File: config.mk
export PLATFORM = sky130hd
export DESIGN_NAME = cpu_alu_status_control
export DESIGN_NICKNAME = d
export VERILOG_FILES = /design/src/common/cpu_alu_pkg.sv /design/src/verilog/cpu_divider.sv /design/src/verilog/cpu_alu_status_control.sv
export SDC_FILE = /design/constraint.sdc
export NUM_CORES = 2
export LEC_CHECK = 0
export BUFFER_PORTS_ARGS = -buffer_cell sky130_fd_sc_hd__buf_4
export CORE_UTILIZATION = 48
export CTS_CLUSTER_DIAMETER = 100
export CTS_CLUSTER_SIZE = 40
export DETAILED_ROUTE_END_ITERATION = 10
export HOLD_SLACK_MARGIN = 0.06
export PLACE_DENSITY = 0.7
export SLEW_MARGIN = 20
export SYNTH_ARGS = -nofsm -noshare
export SYNTH_HDL_FRONTEND = slang
export SYNTH_SLANG_ARGS = --single-unit
export TNS_END_PERCENT = 30
File: constraint.sdc
create_clock -name mclk_in -period 3.62 [get_ports mclk_in]
set_input_delay 0.724 -clock mclk_in [delete_from_list [all_inputs] [get_ports mclk_in]]
set_output_delay 0.724 -clock mclk_in [all_outputs]
set_load 0.01 [all_outputs]
File: src/common/cpu_alu_pkg.sv
`default_nettype none
package cpu_alu_pkg;
  // Register select codes on the special-function register port
  localparam logic SEL_STATUS = 1'h0;
  localparam logic SEL_CONTROL = 1'h1;
  // Status register field positions
  localparam int B_C = 0;
  localparam int B_Z = 1;
  localparam int B_OVF = 2;
  localparam int B_NEG = 3;
  localparam int B_LOOP = 4;
  localparam int B_PRIO_LO = 5;
  localparam int B_PRIO_HI = 7;
  localparam int B_DCARRY = 8;
  // Control register field positions
  localparam int B_VIS = 2;
  localparam int B_UPPER = 3;
  // Reset values
  localparam logic [15:0] STATUS_RST = 16'h0000;
  localparam logic [15:0] CONTROL_RST = 16'h0000;
  // Divider timing, in core cycles, and shift limit
  localparam int DIV_CYCLES = 19;
  localparam int DIV_ITERS = 16;
  localparam int MAX_SHIFT = 15;
  // Program space
  localparam logic [23:0] USER_ADDR_LIMIT = 24'h7FFFFF;
  localparam int TPAGE_CFG_BIT = 7;

  typedef enum logic [3:0] {
    OP_NOP = 4'h0,
    OP_ADD = 4'h1,
    OP_ADDC = 4'h2,
    OP_SUB = 4'h3,
    OP_SUBB = 4'h4,
    OP_AND = 4'h5,
    OP_IOR = 4'h6,
    OP_XOR = 4'h7,
    OP_ASHR = 4'h8,
    OP_LSHR = 4'h9,
    OP_SHL = 4'hA,
    OP_MUL = 4'hB,
    OP_DIV = 4'hC
  } op_t;

  typedef enum logic [2:0] {
    MUL_SS = 3'h0,
    MUL_UU = 3'h1,
    MUL_SU = 3'h2,
    MUL_US = 3'h3,
    MUL_SLIT = 3'h4,
    MUL_ULIT = 3'h5,
    MUL_BB = 3'h6
  } mul_mode_t;

  typedef enum logic [1:0] {
    ASRC_PC = 2'h0,
    ASRC_TABLE = 2'h1,
    ASRC_VIS = 2'h2
  } addr_src_t;
endpackage
`default_nettype wire

File: src/verilog/cpu_divider.sv
`default_nettype none
module cpu_divider
  import cpu_alu_pkg::*;
#(
  parameter int ITERS = DIV_ITERS
)(
  input wire logic mclk_in,
  input wire logic rst_n_in,
  input wire logic ce_in,
  input wire logic start_in,
  input wire logic signed_in,
  input wire logic long_in,
  input wire logic [31:0] dividend_in,
  input wire logic [15:0] divisor_in,
  output logic busy_out,
  output logic done_out,
  output logic [15:0] quotient_out,
  output logic [15:0] remainder_out
);
  typedef struct packed {
    logic busy;
    logic done;
    logic [4:0] cnt;
    logic [15:0] rem;
    logic [15:0] quo;
    logic [15:0] dvs;
    logic neg_q;
    logic neg_r;
  } div_state_t;

  div_state_t d_r;
  div_state_t d_nxt;
  logic [16:0] trial;
  logic [31:0] dvd;
  logic [31:0] mag;
  logic [15:0] vmag;
  logic dneg;
  logic vneg;

  if (ITERS != 16 || ITERS + 3 != DIV_CYCLES) begin : g_bad_iters
    $error("cpu_divider: iteration count must be 16");
  end

  always_comb begin
    d_nxt = d_r;
    d_nxt.done = 1'b0;
    trial = {d_r.rem, d_r.quo[15]};
    dvd = long_in ? dividend_in :
          (signed_in ? {{16{dividend_in[15]}}, dividend_in[15:0]} : {16'h0000, dividend_in[15:0]});
    dneg = signed_in & dvd[31];
    vneg = signed_in & divisor_in[15];
    mag = dneg ? 32'h00000000 - dvd : dvd;
    vmag = vneg ? 16'h0000 - divisor_in : divisor_in;
    if (!d_r.busy) begin
      if (start_in) begin
        // Quotient must fit 16 bits; upper half seeds the remainder
        d_nxt.busy = 1'b1;
        d_nxt.cnt = 5'h01;
        d_nxt.rem = mag[31:16];
        d_nxt.quo = mag[15:0];
        d_nxt.dvs = vmag;
        d_nxt.neg_q = dneg ^ vneg;
        d_nxt.neg_r = dneg;
      end
    end else if (d_r.cnt <= 5'(ITERS)) begin
      if (trial >= {1'b0, d_r.dvs}) begin
        d_nxt.rem = 16'(trial - {1'b0, d_r.dvs});
        d_nxt.quo = {d_r.quo[14:0], 1'b1};
      end else begin
        d_nxt.rem = trial[15:0];
        d_nxt.quo = {d_r.quo[14:0], 1'b0};
      end
      d_nxt.cnt = d_r.cnt + 5'h01;
    end else if (d_r.cnt == 5'(ITERS + 1)) begin
      if (d_r.neg_q) begin
        d_nxt.quo = 16'h0000 - d_r.quo;
      end
      if (d_r.neg_r) begin
        d_nxt.rem = 16'h0000 - d_r.rem;
      end
      d_nxt.busy = 1'b0;
      d_nxt.done = 1'b1;
      d_nxt.cnt = 5'h00;
    end else begin
      // Unreachable count falls back to idle
      d_nxt.busy = 1'b0;
      d_nxt.cnt = 5'h00;
    end
  end

  // Clock enable low holds the divide at a cycle boundary
  always_ff @(posedge mclk_in or negedge rst_n_in) begin
    if (!rst_n_in) begin
      d_r <= '0;
    end else if (ce_in) begin
      d_r <= d_nxt;
    end
  end

  assign busy_out = d_r.busy;
  assign done_out = d_r.done;
  assign quotient_out = d_r.quo;
  assign remainder_out = d_r.rem;
endmodule
`default_nettype wire

File: src/verilog/cpu_alu_status_control.sv
// Overview of operation
// - Digit carry from bit 3 or 7
// - Upper bit joins field, adds eight
// - Field 111 means level seven, masked
// - Priority field read-only when nesting disabled
// - Loop flag follows hardware repeat
// - Negative flag tracks result sign
// - Overflow flag on signed overflow
// - Zero flag sticky for carry ops
// - Carry flag from result MSB
// - Subtraction carries mean no borrow
// - Unimplemented bits read zero
// - Upper bit clear-only, hardware sets
// - Visibility enable bit, resets zero
// - Sixteen-bit two's complement ALU operations
// - Byte or word operand width
// - Seventeen-bit multiplier with seven modes
// - Signed/unsigned long or short divide
// - Quotient to reg zero, remainder one
// - One cycle per divisor bit
// - Single-cycle shifts up to fifteen
// - 24-bit program address from sources
// - User space lower half only
// - Divide takes nineteen cycles
`default_nettype none
module cpu_alu_status_control
  import cpu_alu_pkg::*;
#(
  parameter int SHIFT_MAX = MAX_SHIFT
)(
  input wire logic mclk_in,
  input wire logic rst_n_in,
  input wire logic ce_in,
  input wire logic op_valid_in,
  input wire op_t op_code_in,
  input wire logic byte_mode_in,
  input wire logic [15:0] opa_in,
  input wire logic [15:0] opb_in,
  input wire logic [3:0] shift_amt_in,
  input wire mul_mode_t mul_mode_in,
  input wire logic div_signed_in,
  input wire logic div_long_in,
  input wire logic [15:0] dividend_hi_in,
  output logic op_ready_out,
  output logic result_valid_out,
  output logic [15:0] result_out,
  output logic [15:0] result_hi_out,
  output logic div_busy_out,
  output logic [15:0] working_reg_zero_out,
  output logic [15:0] working_reg_one_out,
  input wire logic sfr_sel_in,
  input wire logic sfr_wr_in,
  input wire logic sfr_rd_in,
  input wire logic [15:0] sfr_wdata_in,
  output logic [15:0] sfr_rdata_out,
  input wire logic repeat_active_in,
  input wire logic nesting_disable_in,
  input wire logic hw_prio_load_in,
  input wire logic [2:0] hw_prio_in,
  input wire logic hw_upper_prio_set_in,
  output logic [3:0] cpu_priority_level_out,
  output logic user_irq_disabled_out,
  output logic program_visibility_enable_out,
  output logic loop_active_flag_out,
  input wire addr_src_t addr_src_in,
  input wire logic [22:0] pc_in,
  input wire logic [7:0] table_page_register_in,
  input wire logic [15:0] table_offset_in,
  input wire logic [7:0] vis_page_in,
  input wire logic [15:0] data_ea_in,
  output logic [23:0] prog_addr_out,
  output logic prog_addr_ok_out
);
  typedef struct packed {
    logic [15:0] result;
    logic [15:0] result_hi;
    logic res_valid;
    logic [15:0] wreg0;
    logic [15:0] wreg1;
    logic dcarry;
    logic [2:0] prio;
    logic loop_active;
    logic neg;
    logic ovf;
    logic zero;
    logic carry;
    logic upper_prio;
    logic prog_vis;
    logic [15:0] rdata;
    logic [23:0] paddr;
    logic paddr_ok;
  } state_t;

  localparam state_t S_RST = '{
    default: '0,
    dcarry: STATUS_RST[B_DCARRY],
    prio: STATUS_RST[B_PRIO_HI:B_PRIO_LO],
    neg: STATUS_RST[B_NEG],
    ovf: STATUS_RST[B_OVF],
    zero: STATUS_RST[B_Z],
    carry: STATUS_RST[B_C],
    upper_prio: CONTROL_RST[B_UPPER],
    prog_vis: CONTROL_RST[B_VIS]
  };

  if (SHIFT_MAX < 1 || SHIFT_MAX > 15) begin : g_bad_shift
    $error("cpu_alu_status_control: shift limit must be 1 to 15");
  end

  state_t s_r;
  state_t s_nxt;
  logic op_take;
  logic is_sub;
  logic use_c;
  logic cin;
  logic [15:0] b_eff;
  logic [16:0] sum17;
  logic [8:0] sum9;
  logic [4:0] sum5;
  logic [3:0] amt;
  logic [16:0] ma;
  logic [16:0] mb;
  logic signed [33:0] prod;
  logic [15:0] res_w;
  logic [15:0] res_m;
  logic upd_arith;
  logic upd_nz;
  logic msb;
  logic is_zero;
  logic [15:0] status_word;
  logic [15:0] control_word;
  logic [23:0] pa;
  logic div_start;
  logic div_done;
  logic [15:0] div_quo;
  logic [15:0] div_rem;

  // Ready also waits out the divide write-back so no result is overwritten
  assign op_take = op_valid_in & op_ready_out;
  assign op_ready_out = ~(div_busy_out | div_done);
  assign div_start = op_take & (op_code_in == OP_DIV);

  assign is_sub = (op_code_in == OP_SUB) | (op_code_in == OP_SUBB);
  assign use_c = (op_code_in == OP_ADDC) | (op_code_in == OP_SUBB);
  assign cin = use_c ? s_r.carry : is_sub;
  assign b_eff = is_sub ? ~opb_in : opb_in;
  assign sum17 = {1'b0, opa_in} + {1'b0, b_eff} + {16'h0000, cin};
  assign sum9 = {1'b0, opa_in[7:0]} + {1'b0, b_eff[7:0]} + {8'h00, cin};
  assign sum5 = {1'b0, opa_in[3:0]} + {1'b0, b_eff[3:0]} + {4'h0, cin};

  assign amt = (shift_amt_in > 4'(SHIFT_MAX)) ? 4'(SHIFT_MAX) : shift_amt_in;

  always_comb begin
    ma = {1'b0, opa_in};
    mb = {1'b0, opb_in};
    case (mul_mode_in)
      MUL_SS: begin
        ma = {opa_in[15], opa_in};
        mb = {opb_in[15], opb_in};
      end
      MUL_SU: ma = {opa_in[15], opa_in};
      MUL_US: mb = {opb_in[15], opb_in};
      MUL_SLIT: begin
        ma = {opa_in[15], opa_in};
        mb = {12'h000, opb_in[4:0]};
      end
      MUL_ULIT: mb = {12'h000, opb_in[4:0]};
      MUL_BB: begin
        ma = {9'h000, opa_in[7:0]};
        mb = {9'h000, opb_in[7:0]};
      end
      default: ma = {1'b0, opa_in};
    endcase
  end
  assign prod = $signed(ma) * $signed(mb);

  assign status_word = {7'h00, s_r.dcarry, s_r.prio, s_r.loop_active,
                        s_r.neg, s_r.ovf, s_r.zero, s_r.carry};
  assign control_word = {12'h000, s_r.upper_prio, s_r.prog_vis, 2'h0};

  always_comb begin
    s_nxt = s_r;
    s_nxt.res_valid = 1'b0;
    s_nxt.loop_active = repeat_active_in;
    res_w = 16'h0000;
    res_m = 16'h0000;
    upd_arith = 1'b0;
    upd_nz = 1'b0;
    msb = 1'b0;
    is_zero = 1'b0;
    pa = 24'h000000;

    if (sfr_rd_in) s_nxt.rdata = (sfr_sel_in == SEL_CONTROL) ? control_word : status_word;
    if (sfr_wr_in && sfr_sel_in == SEL_STATUS) begin
      if (!nesting_disable_in) s_nxt.prio = sfr_wdata_in[B_PRIO_HI:B_PRIO_LO];
      s_nxt.dcarry = sfr_wdata_in[B_DCARRY];
      s_nxt.neg = sfr_wdata_in[B_NEG];
      s_nxt.ovf = sfr_wdata_in[B_OVF];
      s_nxt.zero = sfr_wdata_in[B_Z];
      s_nxt.carry = sfr_wdata_in[B_C];
    end
    if (sfr_wr_in && sfr_sel_in == SEL_CONTROL) begin
      s_nxt.prog_vis = sfr_wdata_in[B_VIS];
      if (!sfr_wdata_in[B_UPPER]) s_nxt.upper_prio = 1'b0;
    end
    // Hardware updates follow software so a set is never lost
    if (hw_prio_load_in) s_nxt.prio = hw_prio_in;
    if (hw_upper_prio_set_in) s_nxt.upper_prio = 1'b1;

    if (op_take) begin
      case (op_code_in)
        OP_ADD, OP_ADDC, OP_SUB, OP_SUBB: begin
          res_w = sum17[15:0];
          upd_arith = 1'b1;
        end
        OP_AND: begin
          res_w = opa_in & opb_in;
          upd_nz = 1'b1;
        end
        OP_IOR: begin
          res_w = opa_in | opb_in;
          upd_nz = 1'b1;
        end
        OP_XOR: begin
          res_w = opa_in ^ opb_in;
          upd_nz = 1'b1;
        end
        OP_ASHR: begin
          res_w = 16'($signed(opa_in) >>> amt);
          upd_nz = 1'b1;
        end
        OP_LSHR: begin
          res_w = opa_in >> amt;
          upd_nz = 1'b1;
        end
        OP_SHL: begin
          res_w = 16'(opa_in << amt);
          upd_nz = 1'b1;
        end
        OP_MUL: begin
          s_nxt.result = prod[15:0];
          s_nxt.result_hi = prod[31:16];
          s_nxt.res_valid = 1'b1;
        end
        default: res_w = 16'h0000;
      endcase
    end

    res_m = (byte_mode_in && !(op_code_in inside {OP_ASHR, OP_LSHR, OP_SHL}))
            ? {opa_in[15:8], res_w[7:0]} : res_w;
    msb = (byte_mode_in && (upd_arith || op_code_in inside {OP_AND, OP_IOR, OP_XOR}))
          ? res_m[7] : res_m[15];
    is_zero = (byte_mode_in && (upd_arith || op_code_in inside {OP_AND, OP_IOR, OP_XOR}))
              ? (res_m[7:0] == 8'h00) : (res_m == 16'h0000);

    // flags outside the op's set hold
    if (upd_arith || upd_nz) begin
      s_nxt.result = res_m;
      s_nxt.res_valid = 1'b1;
      s_nxt.neg = msb;
      s_nxt.zero = use_c && upd_arith ? (s_r.zero & is_zero) : is_zero;
    end
    if (upd_arith) begin
      s_nxt.carry = byte_mode_in ? sum9[8] : sum17[16];
      s_nxt.dcarry = byte_mode_in ? sum5[4] : sum9[8];
      s_nxt.ovf = byte_mode_in ? ((opa_in[7] == b_eff[7]) && (res_m[7] != opa_in[7]))
                               : ((opa_in[15] == b_eff[15]) && (res_m[15] != opa_in[15]));
    end

    if (div_done) begin
      s_nxt.wreg0 = div_quo;
      s_nxt.wreg1 = div_rem;
      s_nxt.result = div_quo;
      s_nxt.res_valid = 1'b1;
      s_nxt.neg = div_quo[15];
      s_nxt.zero = (div_quo == 16'h0000);
    end

    case (addr_src_in)
      ASRC_PC: begin
        pa = {1'b0, pc_in};
        s_nxt.paddr_ok = 1'b1;
      end
      ASRC_TABLE: begin
        pa = {table_page_register_in, table_offset_in};
        s_nxt.paddr_ok = (pa <= USER_ADDR_LIMIT) | table_page_register_in[TPAGE_CFG_BIT];
      end
      ASRC_VIS: begin
        pa = {1'b0, vis_page_in, data_ea_in[14:0]};
        s_nxt.paddr_ok = s_r.prog_vis & data_ea_in[15] & (pa <= USER_ADDR_LIMIT);
      end
      default: begin
        pa = 24'h000000;
        s_nxt.paddr_ok = 1'b0;
      end
    endcase
    s_nxt.paddr = pa;
  end

  cpu_divider #(
    .ITERS(DIV_ITERS)
  ) u_divider (
    .mclk_in(mclk_in),
    .rst_n_in(rst_n_in),
    .ce_in(ce_in),
    .start_in(div_start),
    .signed_in(div_signed_in),
    .long_in(div_long_in),
    .dividend_in({dividend_hi_in, opa_in}),
    .divisor_in(opb_in),
    .busy_out(div_busy_out),
    .done_out(div_done),
    .quotient_out(div_quo),
    .remainder_out(div_rem)
  );

  always_ff @(posedge mclk_in or negedge rst_n_in) begin
    if (!rst_n_in) begin
      s_r <= S_RST;
    end else if (ce_in) begin
      s_r <= s_nxt;
    end
  end

  // level is upper bit then field
  assign cpu_priority_level_out = {s_r.upper_prio, s_r.prio};
  assign user_irq_disabled_out = s_r.upper_prio | (s_r.prio == 3'h7);
  assign program_visibility_enable_out = s_r.prog_vis;
  assign loop_active_flag_out = s_r.loop_active;
  assign result_valid_out = s_r.res_valid;
  assign result_out = s_r.result;
  assign result_hi_out = s_r.result_hi;
  assign working_reg_zero_out = s_r.wreg0;
  assign working_reg_one_out = s_r.wreg1;
  assign sfr_rdata_out = s_r.rdata;
  assign prog_addr_out = s_r.paddr;
  assign prog_addr_ok_out = s_r.paddr_ok;
endmodule
`default_nettype wire

After elaboration in Yosys (flattened, before gate mapping) --
Index checks and enable logic that the tools add are counted. W data, S select, Z words.
Word-level totals: flip-flop bits (word level) 174
Operators by class: shifts and indexed selects 3, reduce and logical (&&, ||, !) cells 42, $mul 1, bitwise logic cells 19, add/sub/neg operators 12, muxes and demuxes 57, equality and inequality tests 30, magnitude comparators 4
Operator list (number):
- $mux W32 | 5
- $mux W16 | 8
- $pmux W16 S7 | 1
- $mux W33 | 3
- $mux W37 | 2
- $pmux W24 S3 | 1
- $mux W55 | 1
- $pmux W17 S3 | 1
- $sub A1 B16 Y16 const A | 3
- $pmux W17 S2 | 1
- $logic_not A16 Y1 | 2
- $mul A17 B17 Y32 | 1
- $sub A1 B32 Y32 const A | 1
- $mux W1 | 25
- $le A24 B23 Y1 const B | 1
- $eq A4 B4 Y1 const B | 5
- $add A16 B16 Y17 | 1
- $add A17 B1 Y17 | 1
- $ge A17 B16 Y1 | 1
- $and A16 B16 Y16 | 1
- $eq A4 B3 Y1 const B | 4
- $not A16 Y16 | 1
- $or A16 B16 Y16 | 1
- $shl A16 B4 Y16 | 1
- 46 further kinds | 96

Depth between registers and ports, before layout --
depth after elaboration 14, depth in mapped cells 28, gate-level depth less buffers 25

Hierarchy --
A second synthesis with hierarchy kept.
Unflattened totals: cell total of the unflattened synthesis 3127, area total of the unflattened synthesis 26088.8 um^2
By module, submodules not included:
- cpu_alu_status_control | area an instance 20165.6 um^2, times used 1, seq. area each 2752.6 um^2, cells each 2341
- cpu_divider | area an instance 5923.2 um^2, times used 1, seq. area each 1426.4 um^2, cells each 786

Least setup slack after synthesis --
OpenSTA, ideal clock, no wires.
path type input to register, start input port mul_mode_in[1], end register s_r, in the netlist result_hi_out[14], required time 3.474 ns, data arrival time 7.208 ns, slack -3.733 ns, path buffers 3, stages on the path 27, setup time 0.146 ns, cells stage by stage nand2_1 -> or2_2 -> clkbuf_1 -> clkbuf_1 -> nand2_1 -> clkbuf_1 -> nor2_1 -> fa_1 -> inv_1 -> fa_1 -> fa_1 -> inv_1 -> fa_1 -> fa_1 -> inv_1 -> fa_1 -> inv_1 -> ha_1 -> a21o_1 -> a21o_1 -> a21o_1 -> a211oi_1 -> o21ai_0 -> o221a_2 -> a2111oi_0 -> mux2i_1 -> o311ai_0
Between the ends: longest elaborated chain between the ends 4, elaborated cells between the ends (all ways) 12
Ends and longest elaborated chain:
- from (decl) | RTL line cpu_alu_status_control.sv:40 | input wire mul_mode_t mul_mode_in,
- $eq A3 B3 Y1, or another cell as far along | RTL line cpu_alu_status_control.sv:156 | case (mul_mode_in)
- $reduce_or A3 Y1 (no line) / $reduce_or A2 Y1 (equally long branches)
- $pmux W17 S2 / $pmux W17 S3 (equally long branches) | RTL line cpu_alu_status_control.sv:156
- $mul A17 B17 Y32 * | RTL line cpu_alu_status_control.sv:175 | assign prod = $signed(ma) * $signed(mb);
- to (signal assigned) | RTL line cpu_alu_status_control.sv:321 | s_r <= s_nxt;
- to (decl) | RTL line cpu_alu_status_control.sv:110 | state_t s_r;
Every way passes the cells marked *; elsewhere a longest branch is shown, timed or not. A chain may end at the register's enable or synchronous reset.

Worst setup path after layout --
Same ends and word-level chain as after synthesis.

==> results.json <==
{
  "status": "finished, violations left",
  "failed_checks": "negative setup slack",
  "cts_tree": "built",
  "yosysMostFrequentCell": "inv_1",
  "yosysSeqAreaShare_pct": 16.33,
  "setup_violations": 32,
  "numCtsBuffers": 17,
  "rsz0062_at_grt": "true",
  "power_density_mw_per_mm2": 814.5,
  "fmax_mhz": 156.7,
  "ant_nets": 0,
  "nets": 4159,
  "drive_above_1_share_pct": 29.38,
  "synth-edff-count": 0,
  "drv_cap": 0,
  "worst_pin_slew_ns": 1.029,
  "grt_pass1_vias": 24740,
  "clockBufferDepth": 2,
  "pre_cts_ws_ns": -3.413,
  "cp_data_arrival_time_ns": 6.75,
  "num_vias": 24480,
  "core_region_area_sq_mm": 0.05266,
  "hp-class": "in -> async",
  "finalHoldViolCount": 0,
  "cp_slowest_cell": "fa_1",
  "fin_ws_ns": -2.761,
  "port_buffers": 264,
  "synth_cells": 3067,
  "stdcell_area_sq_mm": 0.03247,
  "async_flop_share_pct": 100.0,
  "ys.flop_type": "dfrtp_1",
  "grt_pass1_wl_um": 148000,
  "rr_startpoint": "s_r[43]",
  "period_needed_ns": 6.381,
  "cts.clk_slew.worst_paths_ns": 0.07,
  "synth_seq_cells": 167,
  "rows": 84,
  "yosys-top-cells-count": "406 x inv_1, 334 x nand2_1, 317 x nor2_1",
  "yosys.area.top_type": "fa_1",
  "ioPinCount": 280,
  "die_w_um": 232.9,
  "firstDrtPassIters": 6,
  "cp-startpoint": "mul_mode_in[1]",
  "dpl_cell_area_sq_mm": 0.03079,
  "root_buffer": "clkbuf_16",
  "netlist_top_cells_area": "fa_1 22%, dfrtp_1 16%, ha_1 7.4%, inv_1 6.0%, nand2_1 4.9%",
  "critPathKind": "in -> reg",
  "place_hpwl_um": 80270,
  "avgSynthCellArea_sq_um": 8.341,
  "grt_max_degree": 80,
  "synth_top_area_share_pct": 22.30,
  "p_leak_nw": 15.85,
  "crit_top_cell": "fa_1",
  "area_delta_synth_final_pct": 26.92,
  "routed_wl_um": 97700,
  "clkLatencyLatePin_ns": 0.51,
  "cp_data_required_time_ns": 3.99,
  "period_share_pct": 176.3,
  "gp_congestion": 0.9523,
  "cts_hold_buf": 0,
  "cpPeakStageDelay_ns": 0.63,
  "worst_setup_path_end_kind": "register",
  "fin_tns_setup_ns": -59.55,
  "drt-initial-drc-count": 1935,
  "slew-limit-headroom_pct": 30.97,
  "cp_num_buf_inv": 7,
  "avgViaCountPerCell": 5.744,
  "yosys_warnings": 0,
  "skew_ns": 0.02664,
  "cp_max_fo": 5,
  "ir_worst_vdd_mv": 2.039,
  "h-tree-depth": 4,
  "grt-ovfl-total": 0,
  "die-area_sq_mm": 0.05423,
  "antenna_found_initial": 3,
  "maxSlewViolCount": 0,
  "syn_area_sq_mm": 0.02558,
  "cp_top_family": "adder cells",
  "wire_per_inst_um": 22.93,
  "start_kind": "input port",
  "die_y_um": 232.9,
  "cts_num_sinks": 167,
  "grt_usage_pct": 36.52,
  "initial_utilization_pct": 48.59,
  "post-route-drc-count": 0,
  "ys_types": 87,
  "filler_cell_count": 4571
}
## registers in the layout, indices dropped and copies added, names as in the netlist
signal / flops
prog_addr_out: 24
u_divider.d_r: 23
result_hi_out: 16
result_out: 16
u_divider.quotient_out: 16
u_divider.remainder_out: 16
working_reg_one_out: 16
working_reg_zero_out: 16
sfr_rdata_out: 9
s_r: 5
cpu_priority_level_out: 4
loop_active_flag_out: 1
prog_addr_ok_out: 1
program_visibility_enable_out: 1
result_valid_out: 1
u_divider.busy_out: 1
u_divider.done_out: 1
## layout by cell type, fill, tap and decap left out, drive strengths merged, types with 13 or more instances in the layout
cell type / instances
a211oi: 13
a21o: 28
a21oi: 158
a221oi: 21
a22oi: 21
a31oi: 27
and2: 24
buf: 744
clkbuf: 21
dfrtp: 167
fa: 285
ha: 152
inv: 412
mux2: 38
mux2i: 66
mux4: 30
nand2: 334
nand2b: 15
nand3: 30
nor2: 317
nor2b: 14
nor3: 47
nor4: 21
o211ai: 15
o21a: 16
o21ai: 172
o22ai: 22
o31ai: 21
or3: 20
or4: 13
xnor2: 97
xor2: 22
## repair_timing
item                                    4_1_cts  5_1_grt
buffers inserted                              8       18
resized for setup                           105      128
cloned                                        1        3
pin swaps                                    61       75
endpoints found under the setup margin       33       34
## cells by family (layout without fill, tap and decap cells)
logic type               count (synthesis)  in the layout  synth area share, %
other                                    1             10              0.01466
flip-flops                             167            167                16.33
AO/OA/AOI/OAI                          613            613                15.23
AND/OR/NAND/NOR                        901            902                15.71
multiplexers                           134            134                6.911
adder cells (fa/ha/maj)                439            439                29.81
buffers and inverters                  693           1189                11.91
XOR/XNOR                               119            119                4.074
## report_power, final
group / internal [mW] / switching (mW)
clock: 1.08 / 0.919
combinational: 10.2 / 11.6
sequential: 2.22 / 0.446
## worst register-to-register path: cells and delay by family (launching register included)
family | cells | cell delay, ns
DFF | 1 | 0.42
adders and majority gates | 2 | 0.84
AOI/OAI and AO/OA | 6 | 1.04
buffers and inverters | 1 | 0.18
xor gates and xnor gates | 1 | 0.20
and+or+nand+nor | 4 | 1.23
## metrics by stage
step | util (%) | hold WS, ns | instances | total power, mW
2_1_floorplan | - | 0.4284 | 3073 | 13.91
3_3_place_gp | 58.48 | 0.4543 | 4198 | 21.32
3_5_place_dp | 58.48 | 0.4633 | 4198 | 21.84
4_1_cts | 60.43 | 0.2781 | 4239 | 24.94
5_1_grt | 61.65 | 0.3195 | 4258 | 28.54
6_report | 61.66 | 0.2806 | 4261 | 26.45
## final cells by class
| type | count | area, sq um | share of cell area [%] |
|---|---|---|---|
| diodes | 3 | 7.507 | 0.02312 |
| repair buffers | 744 | 5932 | 18.27 |
| well taps | 688 | 860.8 | 2.651 |
| flip-flops and latches | 167 | 4179 | 12.87 |
| clock buffers | 21 | 470.5 | 1.449 |
| clock inverters | 11 | 133.9 | 0.4123 |
| inverters | 413 | 1560 | 4.805 |
| multi-input cells | 2214 | 19330 | 59.52 |
## final timing paths
check | slack, ns | endpoint | cells after the start
max | -2.76 | result_hi_out[14] | 26
min | 0.28 | working_reg_one_out[4] | 1
max reg2reg | -0.37 | s_r[44] | 14
min reg2reg | 0.47 | u_divider.d_r[0] | 2
max in group asynchronous | 2.50 | prog_addr_out[6] | 2
min in group mclk_in | 0.43 | cpu_priority_level_out[3] | 3
## metal layers
layer  GRT usage [%]  wire length (um)  vias to the layer above
li1                -                 -                    11080
met1           45.87             38530                    12140
met2           60.28             47010                     1020
met3           6.556              6896                      227
met4           18.16              5243                        4
met5               0                29                        -
Note: power is estimated with default switching activity, not from simulation.
